**src/hrs_pkg.sv**
```systemverilog
// Purpose: shared constants and carriers for the hardware reset sequencer
// Assumes: one clock, 25 MHz; one half clock period counted per clock edge
// Notes:   counts are in half clock periods
package hrs_pkg;

  localparam int unsigned CLK_PERIOD_NS   = 40;
  localparam int unsigned START_DLY_MIN   = 4;
  localparam int unsigned START_DLY_MAX   = 16;
  localparam int unsigned START_DLY       = 8;
  localparam int unsigned SEQ_LEN         = 1024;
  localparam int unsigned END_DLY_MIN     = 4;
  localparam int unsigned END_DLY_MAX     = 6;
  localparam int unsigned END_DLY         = 5;
  localparam int unsigned ALE_DLY         = 8;
  localparam int unsigned CNT_W           = 11;
  localparam int unsigned ADDR_W          = 24;
  localparam logic [23:0] RESET_VECTOR    = 24'h000000;
  localparam int unsigned CFG_W           = 16;
  localparam logic [15:0] CFG_RESET       = 16'hFFFF;

  typedef enum logic [2:0] {
    HRS_RUN      = 3'b000,
    HRS_ENTRY    = 3'b001,
    HRS_DRAIN    = 3'b010,
    HRS_SEQ      = 3'b011,
    HRS_WAIT_HI  = 3'b100,
    HRS_END      = 3'b101
  } hrs_state_t;

  typedef struct packed {
    logic        reset_active;
    logic        fetch_start;
    logic [23:0] fetch_addr;
  } hrs_core_t;

endpackage

```
**src/hrs_counter.sv**
```systemverilog
// Purpose: down counter used for every timed interval of the sequencer
// Assumes: load takes priority over counting
// Notes:   done is high while the count is zero
`timescale 1ns/100ps
module hrs_counter
  import hrs_pkg::*;
#(
  parameter int unsigned W = CNT_W
) (
  // clock and reset
  input  wire logic         clk,
  input  wire logic         srst,
  // control
  input  wire logic         load,
  input  wire logic [W-1:0] value,
  // status
  output logic              done
);

  logic [W-1:0] cnt_q;

  always_ff @(posedge clk) begin
    if (srst) begin
      cnt_q <= '0;
    end else if (load) begin
      cnt_q <= value;
    end else if (cnt_q != '0) begin
      cnt_q <= cnt_q - 1'b1;
    end
  end

  assign done = (cnt_q == '0);

endmodule

```
**src/hrs_top.sv**
```systemverilog
// Purpose: hardware reset sequencer for cold and warm reset from the reset pin
// Assumes: reset pin input synchronous to CLK_SYS; one clock = one half clock period
// Notes:   reset pin is open drain: three signals, enable high while driving low
//
// Contract
// enter default state as soon as reset input is asserted; RAM write may corrupt.
// external party holds reset input low the required time after stable clock.
// pull-ups on configuration port enabled during reset; open line reads one.
// after reset, fetch and execution begin at address zero.
// reset output stays asserted until end-of-initialization instruction executes.
// I/O pins remain inactive after reset until software enables them.
// warm reset cancels pending hold states, finishes current internal access first.
// device drives its own reset pin low during the internal sequence.
// reset ends only if the pin is sampled high after the sequence.
// external party holds an asynchronous reset low at least 1500 ns.
// internal sequence starts 4 to 16 half periods after reset pin falls.
// internal reset ends 4 to 6 half periods after reset pin rises.
// address latch enable rises exactly 8 half periods after internal reset end.
// internal sequence lasts 1024 half periods, counted from its start; after SRST the code skips it (counter already zero).
`timescale 1ns/100ps
module hrs_top
  import hrs_pkg::*;
#(
  parameter int unsigned SEQ_CYCLES = SEQ_LEN
) (
  // clock and reset
  input  wire logic                CLK_SYS,
  input  wire logic                SRST,
  // reset pin, open drain
  input  wire logic                RESET_INPUT_N_I,
  output logic                     RESET_INPUT_N_O,
  output logic                     RESET_INPUT_N_OE,
  // reset output
  output logic                     RESET_OUTPUT_N,
  // core handshake
  input  wire logic                END_OF_INIT_INSTRUCTION,
  input  wire logic                ACCESS_BUSY,
  input  wire logic                HOLD_PENDING,
  input  wire logic                IO_ENABLE_SW,
  output logic                     CORE_RESET,
  output logic                     HOLD_CANCEL,
  output logic                     FETCH_START,
  output logic [ADDR_W-1:0]        FETCH_ADDR,
  output logic                     IO_ENABLE,
  output logic                     ALE,
  // start-up configuration port
  input  wire logic [CFG_W-1:0]    STARTUP_CONFIG_PORT,
  output logic                     CONFIG_PULLUP_EN,
  output logic [CFG_W-1:0]         STARTUP_CONFIG
);

  hrs_state_t state_q;
  hrs_core_t  core_q;
  logic       cnt_load;
  logic [CNT_W-1:0] cnt_val;
  logic       cnt_done;
  logic       ale_pend_q;
  logic       rout_n_q;
  logic       io_en_q;
  logic       pull_q;
  logic       drive_q;
  logic       hold_cancel_q;
  logic       ale_q;
  logic [CFG_W-1:0] cfg_q;

  hrs_counter #(.W(CNT_W)) u_cnt (
    .clk   (CLK_SYS),
    .srst  (SRST),
    .load  (cnt_load),
    .value (cnt_val),
    .done  (cnt_done)
  );

  // the pin is synchronous here, so "asynchronous" entry means the first edge that sees it low
  wire pin_low = !RESET_INPUT_N_I;

  always_comb begin
    cnt_load = 1'b0;
    cnt_val  = '0;
    case (state_q)
      HRS_RUN: begin
        if (pin_low) begin
          cnt_load = 1'b1;
          cnt_val  = CNT_W'(START_DLY - 1);
        end
      end
      HRS_DRAIN: begin
        if (cnt_done && !ACCESS_BUSY) begin
          cnt_load = 1'b1;
          cnt_val  = CNT_W'(SEQ_CYCLES - 1);
        end
      end
      HRS_WAIT_HI: begin
        if (cnt_done && RESET_INPUT_N_I) begin
          cnt_load = 1'b1;
          cnt_val  = CNT_W'(END_DLY - 1);
        end
      end
      HRS_END: begin
        if (cnt_done) begin
          cnt_load = 1'b1;
          cnt_val  = CNT_W'(ALE_DLY - 1);
        end
      end
      default: begin
        cnt_load = 1'b0;
      end
    endcase
  end

  // sequence state
  always_ff @(posedge CLK_SYS) begin
    if (SRST) begin
      state_q <= HRS_SEQ;
    end else begin
      case (state_q)
        HRS_RUN: begin
          if (pin_low) begin
            state_q <= HRS_DRAIN;
          end
        end
        HRS_DRAIN: begin
          // a running access finishes before the sequence proper starts
          if (cnt_done && !ACCESS_BUSY) begin
            state_q <= HRS_SEQ;
          end
        end
        HRS_SEQ: begin
          if (cnt_done && !cnt_load) begin
            state_q <= HRS_WAIT_HI;
          end
        end
        HRS_WAIT_HI: begin
          if (cnt_done && RESET_INPUT_N_I) begin
            state_q <= HRS_END;
          end
        end
        HRS_END: begin
          if (cnt_done) begin
            state_q <= HRS_RUN;
          end
        end
        default: begin
          state_q <= HRS_SEQ;
        end
      endcase
    end
  end

  // pin drive during the internal sequence
  always_ff @(posedge CLK_SYS) begin
    if (SRST) begin
      drive_q <= 1'b0;
    end else begin
      drive_q <= (state_q == HRS_DRAIN && cnt_done && !ACCESS_BUSY) ||
                 (state_q == HRS_SEQ && !cnt_done);
    end
  end

  // core reset, hold cancel and reset vector
  always_ff @(posedge CLK_SYS) begin
    if (SRST) begin
      core_q        <= '{reset_active: 1'b1, fetch_start: 1'b0, fetch_addr: RESET_VECTOR};
      hold_cancel_q <= 1'b0;
    end else begin
      hold_cancel_q <= pin_low && HOLD_PENDING && state_q != HRS_END;
      core_q.fetch_addr  <= RESET_VECTOR;
      core_q.fetch_start <= (state_q == HRS_END) && cnt_done;
      if (state_q == HRS_RUN && pin_low) begin
        core_q.reset_active <= 1'b1;
      end else if (state_q == HRS_END && cnt_done) begin
        core_q.reset_active <= 1'b0;
      end
    end
  end

  // address latch enable delay after internal reset end
  always_ff @(posedge CLK_SYS) begin
    if (SRST) begin
      ale_pend_q <= 1'b0;
      ale_q      <= 1'b0;
    end else begin
      if (state_q == HRS_END && cnt_done) begin
        ale_pend_q <= 1'b1;
      end else if (ale_pend_q && cnt_done) begin
        ale_pend_q <= 1'b0;
      end
      if (core_q.reset_active) begin
        ale_q <= 1'b0;
      end else if (ale_pend_q && cnt_done) begin
        ale_q <= 1'b1;
      end
    end
  end

  // reset output, io enable, pull-ups and strap capture
  always_ff @(posedge CLK_SYS) begin
    if (SRST) begin
      rout_n_q <= 1'b0;
      io_en_q  <= 1'b0;
      pull_q   <= 1'b1;
      cfg_q    <= CFG_RESET;
    end else begin
      pull_q <= core_q.reset_active;
      if (core_q.reset_active) begin
        rout_n_q <= 1'b0;
        io_en_q  <= 1'b0;
        cfg_q    <= STARTUP_CONFIG_PORT;
      end else begin
        if (END_OF_INIT_INSTRUCTION) begin
          rout_n_q <= 1'b1;
        end
        if (IO_ENABLE_SW) begin
          io_en_q <= 1'b1;
        end
      end
    end
  end

  assign RESET_INPUT_N_O  = 1'b0;
  assign RESET_INPUT_N_OE = drive_q;
  assign RESET_OUTPUT_N   = rout_n_q;
  assign CORE_RESET       = core_q.reset_active;
  assign HOLD_CANCEL      = hold_cancel_q;
  assign FETCH_START      = core_q.fetch_start;
  assign FETCH_ADDR       = core_q.fetch_addr;
  assign IO_ENABLE        = io_en_q;
  assign ALE              = ale_q;
  assign CONFIG_PULLUP_EN = pull_q;
  assign STARTUP_CONFIG   = cfg_q;

  // assertions
  a_entry_reset: assert property (@(posedge CLK_SYS) disable iff (SRST)
    (state_q == HRS_RUN && pin_low) |=> CORE_RESET)
    else $error("core reset not entered on pin low");
  a_pullup_on: assert property (@(posedge CLK_SYS) disable iff (SRST)
    CORE_RESET |=> CONFIG_PULLUP_EN)
    else $error("pull-ups off during reset");
  a_vector_zero: assert property (@(posedge CLK_SYS) disable iff (SRST)
    FETCH_START |-> (FETCH_ADDR == RESET_VECTOR) && !CORE_RESET)
    else $error("fetch not at reset vector");
  a_rout_held: assert property (@(posedge CLK_SYS) disable iff (SRST)
    $rose(RESET_OUTPUT_N) |-> !CORE_RESET && $past(END_OF_INIT_INSTRUCTION))
    else $error("reset output released early");
  a_io_idle: assert property (@(posedge CLK_SYS) disable iff (SRST)
    $rose(IO_ENABLE) |-> $past(IO_ENABLE_SW))
    else $error("io enabled without software");
  a_drain_wait: assert property (@(posedge CLK_SYS) disable iff (SRST)
    (state_q == HRS_DRAIN && ACCESS_BUSY) |=> state_q == HRS_DRAIN)
    else $error("sequence started during access");
  a_pin_drive: assert property (@(posedge CLK_SYS) disable iff (SRST)
    $rose(RESET_INPUT_N_OE) |-> ##1 RESET_INPUT_N_OE [*8])
    else $error("pin drive too short");
  a_stay_reset: assert property (@(posedge CLK_SYS) disable iff (SRST)
    (state_q == HRS_WAIT_HI && pin_low) |=> state_q == HRS_WAIT_HI)
    else $error("left reset with pin low");
  // drive is registered: it shows one edge after the drain count ends
  a_start_delay: assert property (@(posedge CLK_SYS) disable iff (SRST)
    (state_q == HRS_RUN && pin_low && !ACCESS_BUSY) ##1 !ACCESS_BUSY [*8]
    |=> RESET_INPUT_N_OE)
    else $error("sequence start delay wrong");
  a_end_delay: assert property (@(posedge CLK_SYS) disable iff (SRST)
    (state_q == HRS_WAIT_HI && cnt_done && RESET_INPUT_N_I) |-> ##6 $fell(CORE_RESET))
    else $error("internal reset end delay wrong");
  a_ale_delay: assert property (@(posedge CLK_SYS) disable iff (SRST)
    $fell(CORE_RESET) |-> ##8 $rose(ALE))
    else $error("ale not 8 cycles after reset end");
  c_warm_reset: cover property (@(posedge CLK_SYS) disable iff (SRST)
    state_q == HRS_RUN ##1 state_q == HRS_DRAIN);
  c_pin_held: cover property (@(posedge CLK_SYS) disable iff (SRST)
    state_q == HRS_WAIT_HI && pin_low);
  c_end_of_init_instruction: cover property (@(posedge CLK_SYS) disable iff (SRST)
    $rose(RESET_OUTPUT_N));

endmodule

```
**config.mk**
```make
export PLATFORM = sky130hd
export DESIGN_NAME = hrs_top
export DESIGN_NICKNAME = d
export VERILOG_FILES = /design/src/hrs_pkg.sv /design/src/hrs_counter.sv /design/src/hrs_top.sv
export SDC_FILE = /design/constraint.sdc
export NUM_CORES = 1
export LEC_CHECK = 0
export CAP_MARGIN = 20
export CORE_ASPECT_RATIO = 1.75
export CORE_UTILIZATION = 40
export CTS_CLUSTER_DIAMETER = 50
export DETAILED_ROUTE_END_ITERATION = 7
export DONT_BUFFER_PORTS = 1
export SLEW_MARGIN = 15
export SYNTH_ARGS = -nofsm -noshare
export SYNTH_HDL_FRONTEND = slang
export SYNTH_SLANG_ARGS = --single-unit
```
**constraint.sdc**
```tcl
create_clock -name CLK_SYS -period 3.9 [get_ports CLK_SYS]
set_clock_uncertainty 0.1 [all_clocks]
set_input_delay 0.585 -clock CLK_SYS [delete_from_list [all_inputs] [get_ports CLK_SYS]]
set_output_delay 0.585 -clock CLK_SYS [all_outputs]
set_load 0.01 [all_outputs]
```
==> results.sh, run 1 <==
export IMPL_setup_viol=0
export IMPL_slew_headroom_pct=56.3
export IMPL_final_cell_mix="dfxtp_1 (38), conb_1 (25), nor2b_1 (17), a211o_1 (17), a21oi_1 (15)"
export IMPL_synth_edf_count=0
export IMPL_final_common_cell="dfxtp_1"
export IMPL_holdBufCountCts=0
export IMPL_path_class="reg -> reg"
export IMPL_avgSynthCellArea_sq_um=9.14
export IMPL_routed_wl_um=3560
export IMPL_wl_per_cell_um=14.0
export IMPL_nNetsFinal=228
export IMPL_critPathBufInv=1
export IMPL_coreArea_sq_mm=0.00467
export IMPL_r2r_worst_path_cells=6
export IMPL_dp_hpwl_um=2550
export IMPL_synthAdderAreaFrac_pct=1.30
export IMPL_overflow=0
export IMPL_cts_buffers=5
export IMPL_synth_simple_area_share_pct=22.0
export IMPL_worstHoldStart="SRST"
export IMPL_regToRegSetupSlack_ns=1.90
export IMPL_synth_flop_cell="dfxtp_1"
export IMPL_grt_usage_pct=15.2
export IMPL_yosysSeqAreaShare_pct=40.7
export IMPL_slew_violations=0
export IMPL_arrival_ns=2.12
export IMPL_cts_sinks=39
export IMPL_rows=33
export IMPL_cp_start_kind="flip-flop"
export IMPL_io_pins=72
export IMPL_grt_setup_unrepaired="false"
export IMPL_vias=1365
export IMPL_grt_pass1_wl_um=5670
export IMPL_slowest_delay_ns=0.40
export IMPL_synth_seq_cells=39
export IMPL_htree_levels=2
export IMPL_grt_pass1_vias=1204
export IMPL_p_per_area_mw_per_mm2=710
export IMPL_hold_viol_final=0
export IMPL_diodes=0
export IMPL_worstMarginPinSlew_ns=0.647
export IMPL_path_cells="inv_1 > ha_1 > nor4b_2 > and3_1 > nand2_1 > o22ai_1"
export IMPL_vdd_drop_max_uv=297
export IMPL_leakage_uw=0.000751
export IMPL_clk_pin_slew_worst_paths_ns=0.08
export IMPL_die_area_sq_mm=0.00509
export IMPL_crit_fanout=8
export IMPL_run_status="completed"
export IMPL_maxCapViolCount=0
export IMPL_portBuffers=0
export IMPL_async_flop_share_pct=0
export IMPL_postSynthCellCount=210
export IMPL_clock_root_buffer="clkbuf_8"
export IMPL_synth_cell_area_sq_mm=0.00192
export IMPL_min_period_over_period_pct=51.4
export IMPL_worstHoldPathCells=1
export IMPL_fin_setup_tns_ns=0
export IMPL_utilization_pct=40.7
export IMPL_path_delay_family="simple AND/OR/NAND/NOR gates"
export IMPL_die_x_um=54.4
export IMPL_synth_compound_area_share_pct=20.1
export IMPL_fillers=495
export IMPL_required_ns=4.01
export IMPL_synth_cell_type_count=48
export IMPL_synth_top_family_by_area="simple AND/OR/NAND/NOR gates"
export IMPL_final_min_clock_period_ns=2.00
export IMPL_start_util_pct=41.1
export IMPL_hold_class="in -> reg"
export IMPL_r2r_start="u_cnt.cnt_q[0]"
export IMPL_yosys_warnings=0
export IMPL_yosys_mux_area_fraction_pct=1.04
export IMPL_drc_errors=0
export IMPL_hold_ws_ns=0.281
export IMPL_clock_path_buffers=2
export IMPL_min_to="u_cnt.cnt_q[8]"
export IMPL_slowest_stage="and3_1"
export IMPL_cts_resized=0
export IMPL_areaGrowthSynthToFinish_pct=-1.04
export IMPL_cts_tree="built"
export IMPL_stdcell_area_sq_mm=0.00190
export IMPL_r2r_end="u_cnt.cnt_q[9]"
export IMPL_endpoint_kind="flip-flop"
export IMPL_drive_gt1_share_pct=8.91
export IMPL_dr_pass1_iters=4
export IMPL_placement_cell_area_sq_mm=0.00182
export IMPL_insertion_delay_ns=0.28
export IMPL_antenna_found_initial=0
export IMPL_antenna_left=0
export IMPL_viasPerCell=5.37
export IMPL_die_h_um=93.6
export IMPL_post_cts_buffers=0
export IMPL_grt_max_degree=36
export IMPL_place_congestion=0.745
export IMPL_max_freq_ghz=0.499
export IMPL_synth_xor_area_share_pct=0.456
export IMPL_drt_iter0_drc=29
[routing by layer]
metal	track usage, %	routed length [um]	vias up
met1	17.1	1360	631
li1	-	-	678
met5	0	0	-
met4	6.41	82	0
met3	4.72	197	9
met2	25.2	1920	47
[layout make-up]
class                           count  area, sq um  share of cell area [%]
Clock inverter                      1         7.51                   0.395
Tap cell                           52         65.1                    3.43
Inverter                            5         18.8                   0.988
Multi-Input combinational cell    152          957                    50.4
Sequential cell                    39          782                    41.2
Clock buffer                        5         68.8                    3.62
[through the flow]
step | std cells | total power (uW) | setup slack [ns]
after floorplan | 234 | 1060 | 2.16
after global placement | 248 | 1100 | 1.96
after detailed placement | 248 | 1110 | 1.89
after CTS | 254 | 1370 | 1.80
after global routing | 254 | 1460 | 1.67
final | 254 | 1350 | 1.90
[how the worst max path moves through the flow]
stage	startpoint	endpoint	slack, ns	cells after the start
floorplan	u_cnt.cnt_q[0]	u_cnt.cnt_q[6]	2.16	6
global placement	u_cnt.cnt_q[0]	u_cnt.cnt_q[9]	1.96	6
detailed placement	u_cnt.cnt_q[0]	u_cnt.cnt_q[9]	1.89	6
CTS	CORE_RESET	CORE_RESET	1.80	0
global route	u_cnt.cnt_q[0]	state_q[0]	1.67	5
finish	u_cnt.cnt_q[0]	u_cnt.cnt_q[9]	1.90	6
[power breakdown]
part | total, uW | switching, uW | internal [uW]
sequential | 597 | 119 | 477
clock | 248 | 129 | 119
combinational | 503 | 266 | 237
total | 1350 | 515 | 833
[kinds of logic after synthesis]
| logic type | after synthesis |
|---|---|
| fa+ha+maj | 2 |
| flops | 39 |
| compound gates | 56 |
| xor+xnor | 1 |
| mux | 2 |
| other cells | 1 |
| buf+inv | 43 |
| simple gates | 66 |
[state kept, by name, summed over array words and instances (netlist names)]
signal,flops
CONFIG_PULLUP_EN,1
STARTUP_CONFIG,16
u_cnt.cnt_q,11
RESET_OUTPUT_N,1
HOLD_CANCEL,1
CORE_RESET,1
state_q,3
FETCH_START,1
ALE,1
RESET_INPUT_N_OE,1
IO_ENABLE,1
ale_pend_q,1
[synth_stat cells, types with 2 or more instances]
cell | count | share of area [%]
dfxtp_1 | 39 | 41
buf_4 | 26 | 10
a211o_1 | 17 | 7.8
nor2b_1 | 17 | 5.5
a21oi_1 | 15 | 3.9
nor2_1 | 12 | 2.3
clkbuf_1 | 7 | 1.4
nand2_1 | 7 | 1.4
o21ai_0 | 7 | 1.8
inv_1 | 5 | 0.98
buf_2 | 4 | 1.0
or2_2 | 4 | 1.3
a211oi_1 | 3 | 1.2
a21o_1 | 3 | 1.2
nand3_1 | 3 | 0.78
nor4_1 | 3 | 0.98
a31oi_1 | 2 | 0.65
ha_1 | 2 | 1.3
mux2i_1 | 2 | 1.0
nor3_1 | 2 | 0.52
nor4b_2 | 2 | 1.6
or3_1 | 2 | 0.65
Power figures use the tool's default switching activity.
==> run 2, diff against run 1 <==
clock period = 1.7 ns   (was 3.9 ns; I/O delays follow)
==> run 2 against run 1 <==
Effect of this change: critical endpoint is now u_cnt.cnt_q[7]; sequential share of layout area shrank 9.9 points; die area is the same; via count grew 18%; fmax grew 16%; the run now ends with negative setup slack left.
==> results.sh, run 2 (synthesized netlist as in run 1, its figures left out) <==
export IMPL_clk_pin_slew_worst_paths_ns=0.08
export IMPL_pre_cts_ws_ns=-0.158
export IMPL_routed_wl_um=4380
export IMPL_portBuffers=0
export IMPL_antenna_left=0
export IMPL_use_met1_pct=18.6
export IMPL_clock_root_buffer="clkbuf_8"
export IMPL_areaGrowthSynthToFinish_pct=31.2
export IMPL_path_cells="buf_6 > or4_4 > o41a_1 > o21ai_1 > a21oi_1"
export IMPL_insertion_delay_ns=0.29
export IMPL_htree_levels=2
export IMPL_r2r_end="u_cnt.cnt_q[7]"
export IMPL_nNetsFinal=280
export IMPL_die_area_sq_mm=0.00509
export IMPL_drc_errors=0
export IMPL_final_min_clock_period_ns=1.73
export IMPL_setup_viol=4
export IMPL_fillers=447
export IMPL_utilization_pct=54.0
export IMPL_cts_buffers=5
export IMPL_cts_tree="built"
export IMPL_grt_pass1_vias=1522
export IMPL_worstHoldPathCells=1
export IMPL_antenna_found_initial=0
export IMPL_cts_sinks=39
export IMPL_path_delay_family="simple AND/OR/NAND/NOR gates"
export IMPL_min_period_over_period_pct=102
export IMPL_required_ns=1.77
export IMPL_endpoint_kind="flip-flop"
export IMPL_place_congestion=0.802
export IMPL_grt_busiest_layer="met2"
export IMPL_slowest_stage="or4_4"
export IMPL_fin_cells=308
export IMPL_diodes=0
export IMPL_final_common_cell="dfxtp_1"
export IMPL_grt_use_met2_pct=32.7
export IMPL_vias=1617
export IMPL_min_to="CONFIG_PULLUP_EN"
export IMPL_grt_pass1_wl_um=6740
export IMPL_dp_hpwl_um=2850
export IMPL_slew_violations=0
export IMPL_grt_setup_unrepaired="true"
export IMPL_wl_per_cell_um=14.2
export IMPL_dr_pass1_iters=4
export IMPL_coreArea_sq_mm=0.00467
export IMPL_r2r_worst_path_cells=5
export IMPL_setup_slack_ns=-0.0346
export IMPL_overflow=0
export IMPL_max_freq_ghz=0.576
export IMPL_start_util_pct=41.1
export IMPL_path_class="reg -> reg"
export IMPL_worstHoldStart="SRST"
export IMPL_violations="negative setup slack"
export IMPL_die_h_um=93.6
export IMPL_clock_path_buffers=2
export IMPL_regToRegSetupSlack_ns=-0.03
export IMPL_final_cell_mix="dfxtp_1 (34), conb_1 (25), buf_4 (24)"
export IMPL_maxCapViolCount=0
export IMPL_critPathBufInv=1
export IMPL_r2r_start="u_cnt.cnt_q[1]"
export IMPL_die_x_um=54.4
export IMPL_leakage_uw=0.00104
export IMPL_slowest_delay_ns=0.56
export IMPL_crit_fanout=6
export IMPL_vdd_drop_max_uv=826
export IMPL_io_pins=72
export IMPL_hold_viol_final=0
export IMPL_arrival_ns=1.80
export IMPL_hold_class="in -> reg"
export IMPL_fin_setup_tns_ns=-0.111
export IMPL_grt_max_degree=36
export IMPL_drt_iter0_drc=20
export IMPL_drive_gt1_share_pct=28.1
export IMPL_rows=33
export IMPL_largest_reg_flops=16
export IMPL_dp_cells=275
export IMPL_p_per_area_mw_per_mm2=1670
export IMPL_grt_util_met3_pct=3.74
export IMPL_cp_start_kind="flip-flop"
export IMPL_run_status="complete, but fails checks"
export IMPL_viasPerCell=5.25
export IMPL_grt_usage_pct=18.2
run 2: cell types whose count changed in the layout (fill, tap and decap cells not counted), moves of 3 or more:
cell	change
buf_4	+24
nor4_2	+3
dfxtp_2	+4
dlygate4sd3_1	+20
nor4_1	-3
buf_6	+6
dfxtp_1	-4
run 2: where the power goes:
part	total [uW]	leakage, uW	internal (uW)	switching (uW)
clock network	617	0.0000412	287	330
registers	1340	0.000324	1110	238
logic	2240	0.000677	1260	987
total	4200	0.00104	2650	1550
run 2: what timing repair did:
action,in CTS,in global routing
resized for setup,13,23
buffers inserted,1,3
pin swaps,1,10
endpoints found under the setup margin,14,17
hold endpoints to repair,34,1
hold buffers,20,1
run 2: final cells by class:
cell class | count | area [sq um] | area share (%)
clock buffers | 6 | 72.6 | 2.88
clock inverters | 2 | 12.5 | 0.497
inverters | 5 | 18.8 | 0.745
multi-input cells | 152 | 1070 | 42.7
flip-flops and latches | 39 | 787 | 31.2
well taps | 52 | 65.1 | 2.58
repair buffers | 52 | 488 | 19.4
run 2: stage by stage:
step	instance area, sq um	hold WS (ns)	power, uW
global route	2520	0.00376	4480
global placement	2040	0.231	3010
detailed placement	2040	0.233	3020
CTS	2400	0.00199	3930
finish	2520	0.0134	4200
floorplan	2010	0.271	2440
run 2: worst max-delay path by stage:
| stage | depth (start not counted) | from | to |
|---|---|---|---|
| after floorplan | 7 | u_cnt.cnt_q[0] | u_cnt.cnt_q[1] |
| after global placement | 7 | u_cnt.cnt_q[0] | u_cnt.cnt_q[6] |
| after detailed placement | 7 | u_cnt.cnt_q[0] | u_cnt.cnt_q[6] |
| after CTS | 5 | u_cnt.cnt_q[0] | u_cnt.cnt_q[7] |
| after global routing | 5 | state_q[0] | u_cnt.cnt_q[0] |
| final | 5 | u_cnt.cnt_q[1] | u_cnt.cnt_q[7] |
run 2: layer usage:
metal  share of wire (%)  up-vias
met4                 2.7        0
li1                    -      780
met1                  37      782
met5                   0        -
met2                  57       44
met3                 3.5       11
==> run 3, diff against run 2 <==
GPL_TIMING_DRIVEN = 0   (was not set)
==> run 3 against run 2 <==
Effect of this change: the run still ends with negative setup slack left; global-route usage up 0.58 points; via count grew 2.4%; worst setup slack lost 0.053 ns; flip-flop and latch count is the same; routed wire length is 1.9% higher; critical path type unchanged; non-clock buffer count is 16 higher; critical endpoint unchanged.
==> results.sh, run 3 (synthesized netlist as in run 1, its figures left out) <==
export IMPL_die_h_um=93.6
export IMPL_violations="negative setup slack"
export IMPL_grt_usage_pct=18.8
export IMPL_vias=1656
export IMPL_path_delay_family="simple AND/OR/NAND/NOR gates"
export IMPL_arrival_ns=1.85
export IMPL_dr_pass1_iters=4
export IMPL_slowest_stage="or4_1"
export IMPL_r2r_worst_path_cells=5
export IMPL_areaGrowthSynthToFinish_pct=37.0
export IMPL_drive_gt1_share_pct=32.4
export IMPL_rows=33
export IMPL_slew_violations=0
export IMPL_start_util_pct=41.1
export IMPL_antenna_found_initial=0
export IMPL_run_status="complete, but fails checks"
export IMPL_pre_cts_ws_ns=-0.387
export IMPL_slew_headroom_pct=57.3
export IMPL_largest_reg_flops=16
export IMPL_place_congestion=0.777
export IMPL_htree_levels=2
export IMPL_worstMarginPinSlew_ns=0.639
export IMPL_nNetsFinal=296
export IMPL_max_freq_ghz=0.559
export IMPL_antenna_left=0
export IMPL_clock_path_buffers=2
export IMPL_diodes=0
export IMPL_setup_viol=10
export IMPL_final_cell_mix="buf_4 (36), dfxtp_1 (35), conb_1 (25)"
export IMPL_drc_errors=0
export IMPL_grt_pass1_vias=1483
export IMPL_setup_slack_ns=-0.0878
export IMPL_overflow=0
export IMPL_coreArea_sq_mm=0.00467
export IMPL_final_min_clock_period_ns=1.79
export IMPL_die_area_sq_mm=0.00509
export IMPL_grt_max_degree=13
export IMPL_p_per_area_mw_per_mm2=1570
export IMPL_portBuffers=0
export IMPL_maxCapViolCount=0
export IMPL_crit_fanout=6
export IMPL_final_common_cell="buf_4"
export IMPL_clk_pin_slew_worst_paths_ns=0.08
export IMPL_path_cells="or4_1 > buf_6 > o41a_1 > o21ai_1 > a21oi_1"
export IMPL_wl_per_cell_um=13.8
export IMPL_critPathBufInv=1
export IMPL_fin_cells=324
export IMPL_hold_viol_final=0
export IMPL_slowest_delay_ns=0.54
export IMPL_hold_class="in -> reg"
export IMPL_vdd_drop_max_uv=824
export IMPL_leakage_uw=0.00111
export IMPL_hold_ws_ns=0.0356
export IMPL_fillers=418
export IMPL_fin_setup_tns_ns=-0.452
export IMPL_path_class="reg -> reg"
export IMPL_cp_depth=5
export IMPL_dp_cells=286
export IMPL_grt_setup_unrepaired="true"
export IMPL_cts_tree="built"
export IMPL_viasPerCell=5.11
export IMPL_required_ns=1.76
export IMPL_grt_pass1_wl_um=7020
export IMPL_cp_start_kind="flip-flop"
export IMPL_dp_hpwl_um=2930
export IMPL_die_x_um=54.4
export IMPL_insertion_delay_ns=0.29
export IMPL_io_pins=72
export IMPL_routed_wl_um=4460
export IMPL_endpoint_kind="flip-flop"
export IMPL_min_period_over_period_pct=105
export IMPL_drt_iter0_drc=43
export IMPL_clock_root_buffer="clkbuf_8"
export IMPL_worstHoldPathCells=3
export IMPL_cts_sinks=39
export IMPL_cts_buffers=5
-- run 3: cell count changes in the layout (fill, tap and decap cells not counted), sizes merged --
cell	before	now
buf	32	42
clkbuf	6	13
dlygate4sd3	20	19
-- run 3: worst reg2reg max path, delay by kind of cell, from the launching register on --
kind                   cells  cell delay [ns]
AO/OA/AOI/OAI              3             0.50
buffers and inverters      1             0.15
AND/OR/NAND/NOR            1             0.54
flip-flops                 1             0.36
-- run 3: area by class of cell --
class | count | area (sq um) | share of cell area [%]
flip-flops and latches | 39 | 791 | 30.1
inverters | 5 | 23.8 | 0.904
plain buffers | 37 | 253 | 9.61
repair buffers | 31 | 284 | 10.8
well taps | 52 | 65.1 | 2.47
clock buffers | 6 | 72.6 | 2.76
multi-input cells | 152 | 1130 | 42.9
clock inverters | 2 | 12.5 | 0.476
-- run 3: repair_timing --
item	CTS	global route
hold endpoints to repair	19	0
cloned	0	0
pin swaps	5	8
setup buffers	1	11
hold buffers	19	0
gates resized for setup	15	35
setup endpoints to repair	19	19
-- run 3: metrics by stage --
step	utilization [%]	cell area, sq um	power, uW
after global routing	56.4	2630	4370
after detailed placement	44.5	2080	2710
after global placement	44.5	2080	2690
after floorplan	-	2010	2440
after CTS	51.8	2420	3550
final	56.4	2630	4120
-- run 3: path summary, 6_finish.rpt --
kind | from | end | slack (ns)
max | u_cnt.cnt_q[3] | u_cnt.cnt_q[7] | -0.09
min | RESET_INPUT_N_I | HOLD_CANCEL | 0.04
min reg2reg | ale_pend_q | ale_pend_q | 0.36
max reg2reg | u_cnt.cnt_q[3] | u_cnt.cnt_q[7] | -0.09
-- run 3: power breakdown --
part / switching [uW] / total (uW) / internal, uW
clock: 343 / 630 / 287
combinational: 1030 / 2120 / 1100
sequential: 249 / 1360 / 1110
total: 1620 / 4120 / 2500
-- run 3: routing by layer --
layer | part of all wire (%) | global-route usage (%) | wire [um]
met4 | 1.7 | 7.69 | 74
met5 | 0 | 0 | 0
met3 | 4.5 | 4.39 | 200
met1 | 37 | 20.7 | 1650
met2 | 57 | 32.5 | 2530
